$ cat src/rtl/mbpga_pkg.sv
// Package for the mic bias and amplifier gain register slice.
// Assumes a 32-bit APB slave on pclk, one register per aligned word.
package mbpga_pkg;

  // Printed offsets are not multiples of four: they are word indexes
  localparam logic [7:0] IDX_HP_DEBOUNCE = 8'h2c;
  localparam logic [7:0] IDX_RSVD_AFTER  = 8'h2d;
  localparam logic [7:0] IDX_MIC_BIAS    = 8'h2e;
  localparam logic [7:0] IDX_MIC_GAIN    = 8'h2f;
  localparam logic [7:0] IDX_BIAS_STATE  = 8'h30;

  // Field positions
  localparam int BIAS_SWPD_BIT   = 7;
  localparam int BIAS_FORCE_BIT  = 3;
  localparam int GAIN_ZERO_BIT   = 7;
  localparam int HP_DBNC_LSB     = 5;

  // Writable masks and reset values
  localparam logic [7:0] BIAS_WMASK  = 8'h8b;
  localparam logic [7:0] HP_WMASK    = 8'hfe;
  localparam logic [7:0] BIAS_RESET  = 8'h00;
  localparam logic [7:0] GAIN_RESET  = 8'h80;
  localparam logic [7:0] HP_RESET    = 8'h00;
  localparam logic [6:0] GAIN_MAX    = 7'h77;

  // Debounce tick: period is debounce time / 8; select 1 is 8 us at 50 MHz
  localparam int DBNC_TICKS_PER_STEP = 8;
  localparam int CLK_MHZ             = 50;
  localparam int DBNC_BASE_US        = 8;
  localparam int DBNC_BASE_CYC       = DBNC_BASE_US * CLK_MHZ / DBNC_TICKS_PER_STEP;

  // Bias level encodings
  typedef enum logic [1:0] {
    MBPGA_BIAS_OFF  = 2'b00,
    MBPGA_BIAS_2V0  = 2'b01,
    MBPGA_BIAS_2V5  = 2'b10,
    MBPGA_BIAS_ANALOG_SUPPLY_RAIL = 2'b11
  } mbpga_bias_t;

  // Analog-facing control bundle
  typedef struct packed {
    logic        sw_power_down;
    mbpga_bias_t bias_level;
    logic        bias_on;
    logic [6:0]  gain_half_db;
  } mbpga_ctrl_t;

endpackage : mbpga_pkg

$ cat src/rtl/mbpga_regs.sv
// APB register slice: headphone/debounce, mic bias and mic gain.
// Assumes APB master on pclk; headset inputs come from pins.
`timescale 1ns/1ps
//
// Behaviour
// - Debounce tick period equals selected debounce time divided by eight.
// - Bias bit 7 enables software power down; resets to zero.
// - Bias bit 3 clear: bias off when detect enabled and no headset.
// - Bias level 00 off, 01 2V, 10 2.5V, 11 supply rail.
// - Gain top bit set forces 0 dB; resets set.
// - Gain code steps 0.5 dB up to code 119; resets zero.
module mbpga_regs (
  // Clock and reset
  input  wire logic                 pclk,
  input  wire logic                 presetn,
  // APB slave
  input  wire logic                 psel,
  input  wire logic                 penable,
  input  wire logic                 pwrite,
  input  wire logic [11:0]          paddr,
  input  wire logic [31:0]          pwdata,
  input  wire logic [3:0]           pstrb,
  output logic      [31:0]          prdata,
  output logic                      pready,
  output logic                      pslverr,
  // Headset status pins
  input  wire logic                 headset_detect_en,
  input  wire logic                 headset_present,
  // Analog controls
  output mbpga_pkg::mbpga_ctrl_t    ctrl,
  output logic                      dbnc_tick
);

  logic [7:0] hp_q;
  logic [7:0] hp_d;
  logic [7:0] bias_q;
  logic [7:0] bias_d;
  logic [7:0] gain_q;
  logic [7:0] gain_d;
  logic [2:0] hs_sync_q;
  logic [2:0] hs_sync_d;
  logic       hs_q;
  logic       hs_d;
  logic [31:0] rdata_q;
  logic [31:0] rdata_d;
  logic        err_q;
  logic        err_d;
  logic        bias_on;
  mbpga_pkg::mbpga_ctrl_t ctrl_q;
  mbpga_pkg::mbpga_ctrl_t ctrl_d;

  // Word index decode, used by read and write paths
  function automatic logic idx_hit(input logic [11:0] a, input logic [7:0] idx);
    idx_hit = (a[1:0] == 2'b00) && (a[11:2] == {2'b00, idx});
  endfunction : idx_hit

  logic setup;
  logic wr_en;
  assign setup = psel && !penable;
  assign wr_en = psel && penable && pwrite && pstrb[0];

  // One decode per register, shared by the write and read paths
  logic       hit_hp;
  logic       hit_rsvd;
  logic       hit_bias;
  logic       hit_gain;
  logic       hit_stat;
  assign hit_hp   = idx_hit(paddr, mbpga_pkg::IDX_HP_DEBOUNCE);
  assign hit_rsvd = idx_hit(paddr, mbpga_pkg::IDX_RSVD_AFTER);
  assign hit_bias = idx_hit(paddr, mbpga_pkg::IDX_MIC_BIAS);
  assign hit_gain = idx_hit(paddr, mbpga_pkg::IDX_MIC_GAIN);
  assign hit_stat = idx_hit(paddr, mbpga_pkg::IDX_BIAS_STATE);

  // Write strobes; reserved and status words get none, so writes there drop
  logic       wr_hp;
  logic       wr_bias;
  logic       wr_gain;
  assign wr_hp   = wr_en && hit_hp;
  assign wr_bias = wr_en && hit_bias;
  assign wr_gain = wr_en && hit_gain;

  // Always ready: answer in the first access cycle
  assign pready = 1'b1;
  assign pslverr = err_q;
  assign prdata = rdata_q;

  // Write path; unused bits kept zero regardless of what is written
  always_comb
  begin
    hp_d = hp_q;
    bias_d = bias_q;
    gain_d = gain_q;
    if (wr_hp)
    begin
      hp_d = pwdata[7:0] & mbpga_pkg::HP_WMASK;
    end
    if (wr_bias)
    begin
      bias_d = pwdata[7:0] & mbpga_pkg::BIAS_WMASK;
    end
    if (wr_gain)
    begin
      // Reserved codes are clamped so the amplifier never sees them
      gain_d[7] = pwdata[7];
      gain_d[6:0] = (pwdata[6:0] > mbpga_pkg::GAIN_MAX) ? mbpga_pkg::GAIN_MAX
                                                          : pwdata[6:0];
    end
  end

  // Reads are captured in the setup cycle so data is ready at access
  always_comb
  begin
    rdata_d = rdata_q;
    err_d = 1'b0;
    if (setup)
    begin
      rdata_d = 32'h0000_0000;
      if (hit_hp)
      begin
        rdata_d[7:0] = hp_q;
      end
      else if (hit_rsvd)
      begin
        rdata_d[7:0] = 8'h00;  // Writes here are dropped
      end
      else if (hit_bias)
      begin
        rdata_d[7:0] = bias_q;
      end
      else if (hit_gain)
      begin
        rdata_d[7:0] = gain_q;
      end
      else if (hit_stat)
      begin
        if (pwrite)
        begin
          err_d = 1'b1;  // Status word is read only
        end
        rdata_d[0] = ctrl_q.bias_on;
        rdata_d[2:1] = ctrl_q.bias_level;
      end
      else
      begin
        err_d = 1'b1;
      end
    end
    else if (psel && penable)
    begin
      err_d = err_q;
    end
  end

  // Headset presence: three flops, change once stages two and three agree
  assign hs_sync_d[0] = headset_present;
  // Stage k copies stage k-1; only stage one ever sees the raw pin
  for (genvar k = 1; k < 3; k++)
  begin : g_sync
    assign hs_sync_d[k] = hs_sync_q[k - 1];
  end

  // Presence only moves once the last two stages agree
  always_comb
  begin
    hs_d = hs_q;
    if (hs_sync_q[1] == hs_sync_q[2])
    begin
      hs_d = hs_sync_q[2];
    end
  end

  // Bias gating by headset state
  assign bias_on = (bias_q[1:0] != 2'b00) &&
                   (bias_q[mbpga_pkg::BIAS_FORCE_BIT] || !headset_detect_en || hs_q);

  // Analog control word
  always_comb
  begin
    ctrl_d.sw_power_down = bias_q[mbpga_pkg::BIAS_SWPD_BIT];
    ctrl_d.bias_level = bias_on ? mbpga_pkg::mbpga_bias_t'(bias_q[1:0])
                                : mbpga_pkg::MBPGA_BIAS_OFF;
    ctrl_d.bias_on = bias_on;
    // Override pins the gain at code zero, i.e. 0 dB
    ctrl_d.gain_half_db = gain_q[mbpga_pkg::GAIN_ZERO_BIT] ? 7'h00
                                                           : gain_q[6:0];
  end

  // Software-visible registers
  always_ff @(posedge pclk or negedge presetn)
  begin
    if (!presetn)
    begin
      hp_q <= mbpga_pkg::HP_RESET;
      bias_q <= mbpga_pkg::BIAS_RESET;
      gain_q <= mbpga_pkg::GAIN_RESET;
    end
    else
    begin
      hp_q <= hp_d;
      bias_q <= bias_d;
      gain_q <= gain_d;
    end
  end

  // Synchroniser and settled presence; reset means no headset
  always_ff @(posedge pclk or negedge presetn)
  begin
    if (!presetn)
    begin
      hs_sync_q <= 3'h0;
      hs_q <= 1'b0;
    end
    else
    begin
      hs_sync_q <= hs_sync_d;
      hs_q <= hs_d;
    end
  end

  // Read answer, held from setup through the access cycle
  always_ff @(posedge pclk or negedge presetn)
  begin
    if (!presetn)
    begin
      rdata_q <= 32'h0000_0000;
      err_q <= 1'b0;
    end
    else
    begin
      rdata_q <= rdata_d;
      err_q <= err_d;
    end
  end

  // Analog controls: registered so the pins never see decode glitches
  always_ff @(posedge pclk or negedge presetn)
  begin
    if (!presetn)
    begin
      ctrl_q <= '0;
    end
    else
    begin
      ctrl_q <= ctrl_d;
    end
  end

  assign ctrl = ctrl_q;

  // Debounce tick from headphone register bits 7..5
  mbpga_dbnc_tick u_tick (
    .pclk    (pclk),
    .presetn (presetn),
    .sel     (hp_q[mbpga_pkg::HP_DBNC_LSB +: 3]),
    .tick    (dbnc_tick)
  );

endmodule : mbpga_regs

$ cat src/rtl/mbpga_dbnc_tick.sv
// Debounce clock tick generator.
// Assumes pclk at 50 MHz; sel picks duration 0,8,...,512 us.
`timescale 1ns/1ps
module mbpga_dbnc_tick (
  // Clock and reset
  input  wire logic       pclk,
  input  wire logic       presetn,
  // Control
  input  wire logic [2:0] sel,
  // Tick out
  output logic            tick
);

  logic [15:0] cnt_q;
  logic [15:0] cnt_d;
  logic [15:0] limit;
  logic        tick_q;
  logic        tick_d;

  // Period = (8 << (sel-1)) us / 8 in cycles
  always_comb
  begin
    limit = 16'(mbpga_pkg::DBNC_BASE_CYC) << (sel - 3'd1);
    cnt_d = cnt_q + 16'h0001;
    tick_d = 1'b0;
    if (sel == 3'd0)
    begin
      cnt_d = 16'h0000;  // Zero duration: no tick at all
    end
    else if (cnt_q >= limit - 16'h0001)
    begin
      cnt_d = 16'h0000;
      tick_d = 1'b1;
    end
  end

  // Registers only
  always_ff @(posedge pclk or negedge presetn)
  begin
    if (!presetn)
    begin
      cnt_q <= 16'h0000;
      tick_q <= 1'b0;
    end
    else
    begin
      cnt_q <= cnt_d;
      tick_q <= tick_d;
    end
  end

  assign tick = tick_q;

endmodule : mbpga_dbnc_tick

$ cat config.mk
export PLATFORM = sky130hd
export DESIGN_NAME = mbpga_regs
export DESIGN_NICKNAME = d
export VERILOG_FILES = /design/src/rtl/mbpga_pkg.sv /design/src/rtl/mbpga_regs.sv /design/src/rtl/mbpga_dbnc_tick.sv
export SDC_FILE = /design/constraint.sdc
export NUM_CORES = 1
export LEC_CHECK = 0
export BUFFER_PORTS_ARGS = -buffer_cell sky130_fd_sc_hd__buf_4
export CAP_MARGIN = 0
export CORE_ASPECT_RATIO = 1.5
export CORE_MARGIN = 3
export CORE_UTILIZATION = 47
export CTS_BUF_LIST = sky130_fd_sc_hd__clkbuf_4
export DETAILED_ROUTE_END_ITERATION = 10
export HOLD_SLACK_MARGIN = 0.15
export PLACE_DENSITY = 0.74
export SLEW_MARGIN = 20
export SYNTH_ARGS = -nofsm -noshare
export SYNTH_HDL_FRONTEND = slang
export SYNTH_HIERARCHICAL = 1
export SYNTH_SLANG_ARGS = --single-unit
$ cat constraint.sdc
create_clock -name pclk -period 8.5 [get_ports pclk]
set_clock_uncertainty 0.05 [all_clocks]
set_input_delay 1.275 -clock pclk [delete_from_list [all_inputs] [get_ports pclk]]
set_output_delay 1.275 -clock pclk [all_outputs]
set_load 0.05 [all_outputs]
After elaboration in Yosys (flattened, before gate mapping). Cells that the tools add are included.

$add $sub $neg: 3. $lt $le $gt $ge: 2. Eq/ne operators: 7. Shift operators: 1. Mux-type cells: 21. Reduce and logical (&&, ||, !) cells: 20.

Operator list (number): $eq A10 B6 Y1 const B (5); $mux W16 (2); $mux W8 (3); $add A16 B1 Y16 const B (1); $ge A16 B16 Y1 (1); $shl A6 B3 Y16 const A (1); $sub A16 B1 Y16 const B (1); $mux W7 (2); $logic_and A1 B1 Y1 (13); $mux W1 (10); $gt A7 B7 Y1 const B (1); $mux W3 (2); $mux W5 (1); $logic_not A3 Y1 (1); $sub A3 B1 Y3 const B (1); $logic_not A1 Y1 (2); $logic_not A2 Y1 (1); $logic_or A1 B1 Y1 (2); $mux W2 (1); $ne A2 B2 Y1 const B (1); $reduce_bool A2 Y1 (1); $eq A1 B1 Y1 (1).

Register bits after elaboration: 60. Output and inout port bits: 46. Logic and storage cells: 67.

Logic depth before layout (Yosys ltp). Gate-level depths: netlist of run 1.

Depth after elaboration: 8. Gate-level depth with buffers: 17.

Modules after synthesis. The synthesis of run 1 kept the hierarchy.

By module, submodules not included: mbpga_regs (times used 1, cells an instance 170, area an instance 2005.7 um^2, seq. area each 1077.3 um^2); mbpga_dbnc_tick (times used 1, cells an instance 186, area an instance 1510.2 um^2, seq. area each 425.4 um^2).

Worst setup path after synthesis of run 1. OpenSTA, ideal clock, no wires.

Path kind: reg-to-reg. Start: register hp_q[5]. End: register u_tick.cnt_q[11]. Setup time: 119 ps. Data arrival time: 3371 ps. Data required time: 8331 ps. Slack: 4960 ps. Stages on the path, launching flop included: 18. Cells stage by stage: dfrtp_1 inv_1 ha_1 xnor2_1 buf_2 nand2_1 ha_1 o21ai_2 a21oi_2 a211o_1 o211a_1 ha_1 nand2_1 nor4_1 nand3_1 nand4b_1 buf_4 nor2_1.

Cells in the longest elaborated chain, start to end: 6.

Ends and longest elaborated chain: start, declared (RTL line mbpga_regs.sv:34) `logic [7:0] hp_q;`; start signal, assigned (RTL line mbpga_regs.sv:193) `hp_q <= mbpga_pkg::HP_RESET;`; start signal, assigned (RTL line mbpga_regs.sv:199) `hp_q <= hp_d;`; $sub A3 B1 Y3 (RTL line mbpga_dbnc_tick.sv:23) `limit = 16'(mbpga_pkg::DBNC_BASE_CYC) << (sel - 3'd1);`; $shl A6 B3 Y16 (RTL line mbpga_dbnc_tick.sv:23); $sub A16 B1 Y16 (RTL line mbpga_dbnc_tick.sv:30) `else if (cnt_q >= limit - 16'h0001)`; $ge A16 B16 Y1 (RTL line mbpga_dbnc_tick.sv:30); $mux W16 (RTL line mbpga_dbnc_tick.sv:30); $mux W16 (*) (RTL line mbpga_dbnc_tick.sv:26) `if (sel == 3'd0)`; named net u_tick.cnt_d[11] (RTL line mbpga_dbnc_tick.sv:15) `logic [15:0] cnt_d;`; end signal, assigned (RTL line mbpga_dbnc_tick.sv:47) `cnt_q <= cnt_d;`; end, declared (RTL line mbpga_dbnc_tick.sv:14) `logic [15:0] cnt_q;`.

Mark *: on every way through the listed nets, which the timed path passes. The rest lies on a longest branch. A chain may end at the register's enable or synchronous reset.

Worst setup path after layout of run 1.
Start: register hp_q[5]. End: register u_tick.cnt_q[3].

The elaborated chain is that of the path after synthesis.

==> impl_metrics.ini, run 1 <==
[outcome]
status = finished clean

[clocking]
ctsHoldBuffers = 0
cts_tree = done
clockRootBuffer = clkbuf_4
cts.htree.levels = 3
insertion_delay_ns = 0.41
cts_buffers = 9
clk_pin_slew_ns = 0.11
clockBufferDepth = 2
clock_sinks = 60
postCtsSetupRepairBufs = 0
cts_resized = 0

[setup_path]
max_stage_delay_ns = 0.84
worstPathMaxFanout = 15
path_class = reg -> reg
path_cells = inv_1 -> ha_1 -> xnor2_1 -> nand2_1 -> ha_1 -> o21ai_2 -> a21oi_2 -> a211o_1 -> o211a_1 -> ha_1 -> nand2_1 -> nor4_1 -> nand3_1 -> nand4b_1 -> nor2_1
cp.arrival_ns = 4.93
worstSetupEndpointType = register
slowest_stage = xnor2_1
required_ns = 8.72
cp_common_cell = ha_1
rrSetupSlack_ns = 3.78
start_kind = register

[sta]
tightest_slew_ns = 1.06
tns_ns = 0
slew_headroom_pct = 28.7
rsz0062_at_grt = false
timing.final.hold_violations = 0
setup_viol = 0
finalCritPeriodShare_pct = 55.5
period_needed_ns = 4.72
max_freq_mhz = 212
drv_slew = 0

[global_route]
grt_overflow = 0
grt_start_max_net_pins = 61
antenna_found_initial = 0
track_usage_pct = 18.7
grt_pass1_vias = 2747
grt_pass1_wl_mm = 12.7

[yosys]
yosysMostFrequentCell = dfrtp_1
syn_avg_cell_area_um2 = 9.88
yosysTopAreaCellShare_pct = 42.0
ys_ff_latch = 60
syn_area_um2 = 3520
ys_warn_count = 6
synth-edff-count = 0
synth_cells = 356
yosysUniqueCellTypes = 59
ys_async_sr_fraction_pct = 100
ys_top_cells_by_area = dfrtp_1 42%, ha_1 7.8%, buf_4 5.8%
synth_area_leader_cell = dfrtp_1
synth_flop_cell = dfrtp_1
synth_seq_area_share_pct = 42.7
yosys-top-cells-count = 59 x dfrtp_1, 40 x nor2_1, 30 x nand2_1

[flow_run]
max_cap_violations = 0

[finish]
final_area_um2 = 3990
num-fill-cells = 652
fin_util_pct = 54.8
finalNetCount = 480
drive_gt1_share_pct = 23.5
num_antenna_cells = 0
area_growth_pct = 13.4

[route]
drc = 0
first_pass_iters = 4
drt_iter0_drc = 95
routedWlPerCell_um = 14.9
routed_wl_mm = 7.55
via_per_inst = 5.25
final_antenna_net_count = 0
vias = 2667

[floorplanning]
die_width_um = 76.6
io_pins = 101
die-height_um = 112
dieArea_um2 = 8580
core_um2 = 7270
fp-row-count = 38
initial_core_util_pct = 48.3

[power_and_ir_drop]
power_density_nw_per_um2 = 140
leakage_nw = 1.92
total_power_w = 0.000556
worst_ir_drop_vdd_uv = 173

[place]
placed_area_um2 = 3840
numPortBuffers = 48
dp_hpwl_mm = 5.74
place_congestion = 0.819

[hold_path]
hold_path.class = reg -> reg
path summary, 6_finish.rpt:
kind / from / endpoint / cells past startpoint
max: hp_q[5] / u_tick/cnt_q[3] / 15
min: hs_sync_q[0] / hs_sync_q[1] / 0
max reg2reg: hp_q[5] / u_tick/cnt_q[3] / 15
min reg2reg: hs_sync_q[0] / hs_sync_q[1] / 0
max in group asynchronous: presetn / gain_q[5] / 1
min in group asynchronous: presetn / u_tick/cnt_q[8] / 1
area by class of cell:
| type | count | area (µm²) | area share, % |
|---|---|---|---|
| repair buffers | 48 | 360 | 9.04 |
| clock inverters | 7 | 75.1 | 1.88 |
| inverters | 8 | 30.0 | 0.753 |
| multi-input cells | 276 | 1830 | 45.8 |
| flip-flops and latches | 60 | 1500 | 37.7 |
| well taps | 100 | 125 | 3.14 |
| clock buffers | 9 | 67.6 | 1.69 |
where the power goes:
group / internal, W / total, W / leakage [nW] / switching [W]
clock: 0.0000910 / 0.000205 / 0.0802 / 0.000114
sequential: 0.000288 / 0.000290 / 0.787 / 0.00000151
combinational: 0.0000146 / 0.0000616 / 1.05 / 0.0000470
through the flow:
stage / hold slack (ns) / instances / setup WS [ns]
2_1_floorplan: 0.281 / 379 / 4.96
3_3_place_gp: 0.286 / 492 / 4.01
3_5_place_dp: 0.300 / 492 / 3.85
4_1_cts: 0.324 / 508 / 3.80
5_1_grt: 0.334 / 508 / 3.31
6_report: 0.324 / 508 / 3.78
routing by layer:
metal / routed length (µm) / global-route usage [%]
met5: 0 / 0
met3: 315 / 4.61
met1: 2770 / 18.5
met2: 4270 / 36.7
met4: 188 / 6.89
cell usage in the layout (no fill, tap or decap), types with 2 or more instances in the layout:
cell type | netlist | layout
a22oi_1 | 3 | 3
xor2_1 | 9 | 9
a32oi_1 | 3 | 3
buf_4 | 27 | 48
nand4_1 | 5 | 5
nor2b_1 | 6 | 6
inv_1 | 8 | 8
nor3_1 | 12 | 12
a22o_1 | 2 | 2
conb_1 | 4 | 27
mux2i_1 | 4 | 4
ha_1 | 22 | 22
nor2_1 | 40 | 40
a21oi_1 | 18 | 18
nor4_1 | 3 | 3
o21ai_0 | 12 | 12
nand3_1 | 12 | 12
nand2_1 | 30 | 30
clkinv_2 | 0 | 2
nand2b_1 | 4 | 4
and2_1 | 4 | 4
mux2_2 | 18 | 18
nand3b_1 | 2 | 2
clkinv_4 | 0 | 3
clkbuf_4 | 0 | 9
dfrtp_1 | 59 | 59
and2b_1 | 2 | 2
xnor2_1 | 8 | 8
flip-flops by register name (all words and copies together), names as in the netlist:
register / flops
hs_sync_q: 3
ctrl: 11
hp_q: 7
u_tick/tick: 1
gain_q: 8
pslverr: 1
prdata: 8
u_tick/cnt_q: 16
hs_q: 1
bias_q: 4
logic make-up (layout without fill, tap and decap cells):
| group | count (synthesis) | count (layout) | share of synthesized area (%) |
|---|---|---|---|
| simple gates | 131 | 131 | 19.0 |
| flops | 60 | 60 | 42.7 |
| compound gates | 55 | 55 | 10.3 |
| buf+inv | 43 | 72 | 7.79 |
| fa+ha+maj | 23 | 23 | 8.11 |
| mux | 22 | 22 | 6.90 |
| xor+xnor | 18 | 18 | 4.70 |
| other cells | 4 | 27 | 0.427 |
critical path, delay by kind of cell, from the launching register on:
family                     cells  cell delay (ns)
xor gates and xnor gates       1             0.84
adders and majority gates      3             0.89
and+or+nand+nor                6             1.48
DFF                            1             0.51
buffers and inverters          1             0.17
AOI/OAI and AO/OA              4             0.63
(Power assumes the default switching activity.)
==> run 2: changes to the inputs <==
==> constraint.sdc (replaced) <==
create_clock -name pclk -period 4.9 [get_ports pclk]
set_clock_uncertainty 0.05 [all_clocks]
set_input_delay 0.735 -clock pclk [delete_from_list [all_inputs] [get_ports pclk]]
set_output_delay 0.735 -clock pclk [all_outputs]
set_load 0.05 [all_outputs]
==> run 2 against run 1 <==
  * Core utilization grew 0.069 points
  * Power rose by 73%
  * Sequential share of layout area about the same
  * Setup slack worse by 3.0 ns
  * Via count up 0.11%
  * First-iteration DRC count shrank 6.3%
  * Hold slack got worse by 0.016 ns
  * Non-clock buffer count up 1
  * Combinational power rose by 74%
  * Die area unchanged
  * Global-route usage decreased by 0.25 points
==> impl_metrics.ini, run 2 (synthesis gave the netlist of run 1 again) <==
[outcome]
status = finished clean

[floorplanning]
initial_core_util_pct = 48.3
dieArea_um2 = 8580
io_pins = 101
core_um2 = 7270
die_width_um = 76.6
fp-row-count = 38
die-height_um = 112

[setup_path]
rrSetupSlack_ns = 0.79
required_ns = 5.18
reg2reg_to = u_tick/cnt_q[0]
worstPathMaxFanout = 15
cp-startpoint = hp_q[5]
r2r-start = hp_q[5]
reg2regPathDepth = 16
path_class = reg -> reg
cp.arrival_ns = 4.39
crit_end = u_tick/cnt_q[0]
start_kind = register
worstSetupEndpointType = register

[sta]
timing.final.hold_violations = 0
period_needed_ns = 4.11
finalCritPeriodShare_pct = 83.9
tns_ns = 0
drv_slew = 0
rsz0062_at_grt = false
max_freq_mhz = 243
slew_headroom_pct = 50.7
tightest_slew_ns = 0.740
setup_viol = 0

[clocking]
clockRootBuffer = clkbuf_4
clk_pin_slew_ns = 0.11
clock_sinks = 60
cts_tree = done
ctsHoldBuffers = 0
insertion_delay_ns = 0.43
cts_buffers = 9
cts.htree.levels = 3
cts_resized = 0
clockBufferDepth = 2
postCtsSetupRepairBufs = 0

[route]
vias = 2670
first_pass_iters = 4
routedWlPerCell_um = 14.7
routed_wl_mm = 7.46
final_antenna_net_count = 0
drc = 0
drt_iter0_drc = 89
via_per_inst = 5.25

[finish]
area_growth_pct = 13.5
final_cell_mix = 59 x dfrtp_1, 49 x buf_4, 40 x nor2_1
finalNetCount = 481
largest_register = u_tick/cnt_q
fin_cells = 509
num_antenna_cells = 0
seq_area_um2 = 1500
largest_reg_flops = 16
multi_input_area_um2 = 1830
num-fill-cells = 652
final_common_cell = dfrtp_1
drive_gt1_share_pct = 23.7
fin_util_pct = 54.9

[place]
numPortBuffers = 48
dp_hpwl_mm = 5.63
dp_cells = 493
place_congestion = 0.810

[power_and_ir_drop]
leakage_nw = 1.92
power_density_nw_per_um2 = 242
worst_ir_drop_vdd_uv = 158

[global_route]
grt_pass1_wl_mm = 12.5
grt_start_max_net_pins = 61
grt_pass1_vias = 2718
grt_overflow = 0
antenna_found_initial = 0
track_usage_pct = 18.4

[hold_path]
hold_path.class = in -> async

[flow_run]
max_cap_violations = 0
-- run 2: changes by cell type in the layout (fill, tap and decap cells not counted), sizes merged --
cell,delta
clkinv,-1
clkinvlp,+1
clkbuf,+1
buf,+1
inv,-1
-- run 2: layout make-up --
type	count	share of cell area, %
Timing Repair Buffer	49	9.22
Multi-Input combinational cell	276	45.7
Clock buffer	10	1.88
Tap cell	100	3.13
Inverter	8	0.752
Clock inverter	6	1.63
Sequential cell	60	37.6
-- run 2: metal layers --
metal / track usage, % / wire [µm] / vias up
met3: 3.48 / 255 / 20
met4: 9.31 / 202 / 0
li1: - / - / 1289
met2: 35.3 / 4230 / 68
met5: 0 / 0 / -
met1: 18.7 / 2770 / 1293
-- run 2: worst min path at each step --
stage                 endpoint  cells after the start
6_report       u_tick/cnt_q[7]                      1
3_3_place_gp      hs_sync_q[1]                      0
3_5_place_dp      hs_sync_q[1]                      0
2_1_floorplan     hs_sync_q[1]                      0
4_1_cts           hs_sync_q[1]                      0
5_1_grt           hs_sync_q[1]                      0
-- run 2: power by group --
part           internal (W)  switching (W)  total [W]  leakage, nW
registers          0.000500     0.00000267   0.000503        0.787
clock network      0.000161       0.000193   0.000354       0.0763
logic             0.0000255      0.0000817   0.000107         1.06
-- run 2: through the flow --
stage / total power (W) / hold WS [ns] / cell area [µm²] / setup WS [ns]
3_5_place_dp: 0.000620 / 0.293 / 3850 / 0.876
3_3_place_gp: 0.000619 / 0.286 / 3850 / 0.986
2_1_floorplan: 0.000598 / 0.281 / 3600 / 1.36
5_1_grt: 0.00101 / 0.328 / 3990 / 0.416
6_report: 0.000964 / 0.308 / 3990 / 0.790
4_1_cts: 0.000975 / 0.313 / 3990 / 0.833
-- run 2: worst max-delay path, stage by stage (launching register included) --
cell      delay (ns)
dfrtp_1         0.49
inv_1           0.16
ha_1            0.28
xnor2_1         0.14
buf_4           0.21
nand2_1         0.12
ha_1            0.31
o21ai_2         0.09
a21oi_2         0.08
a211o_1         0.31
o211a_1         0.13
ha_1            0.29
a21oi_1         0.17
o21ai_0         0.09
a21oi_1         0.23
nand4b_1        0.57
nor2_1          0.28
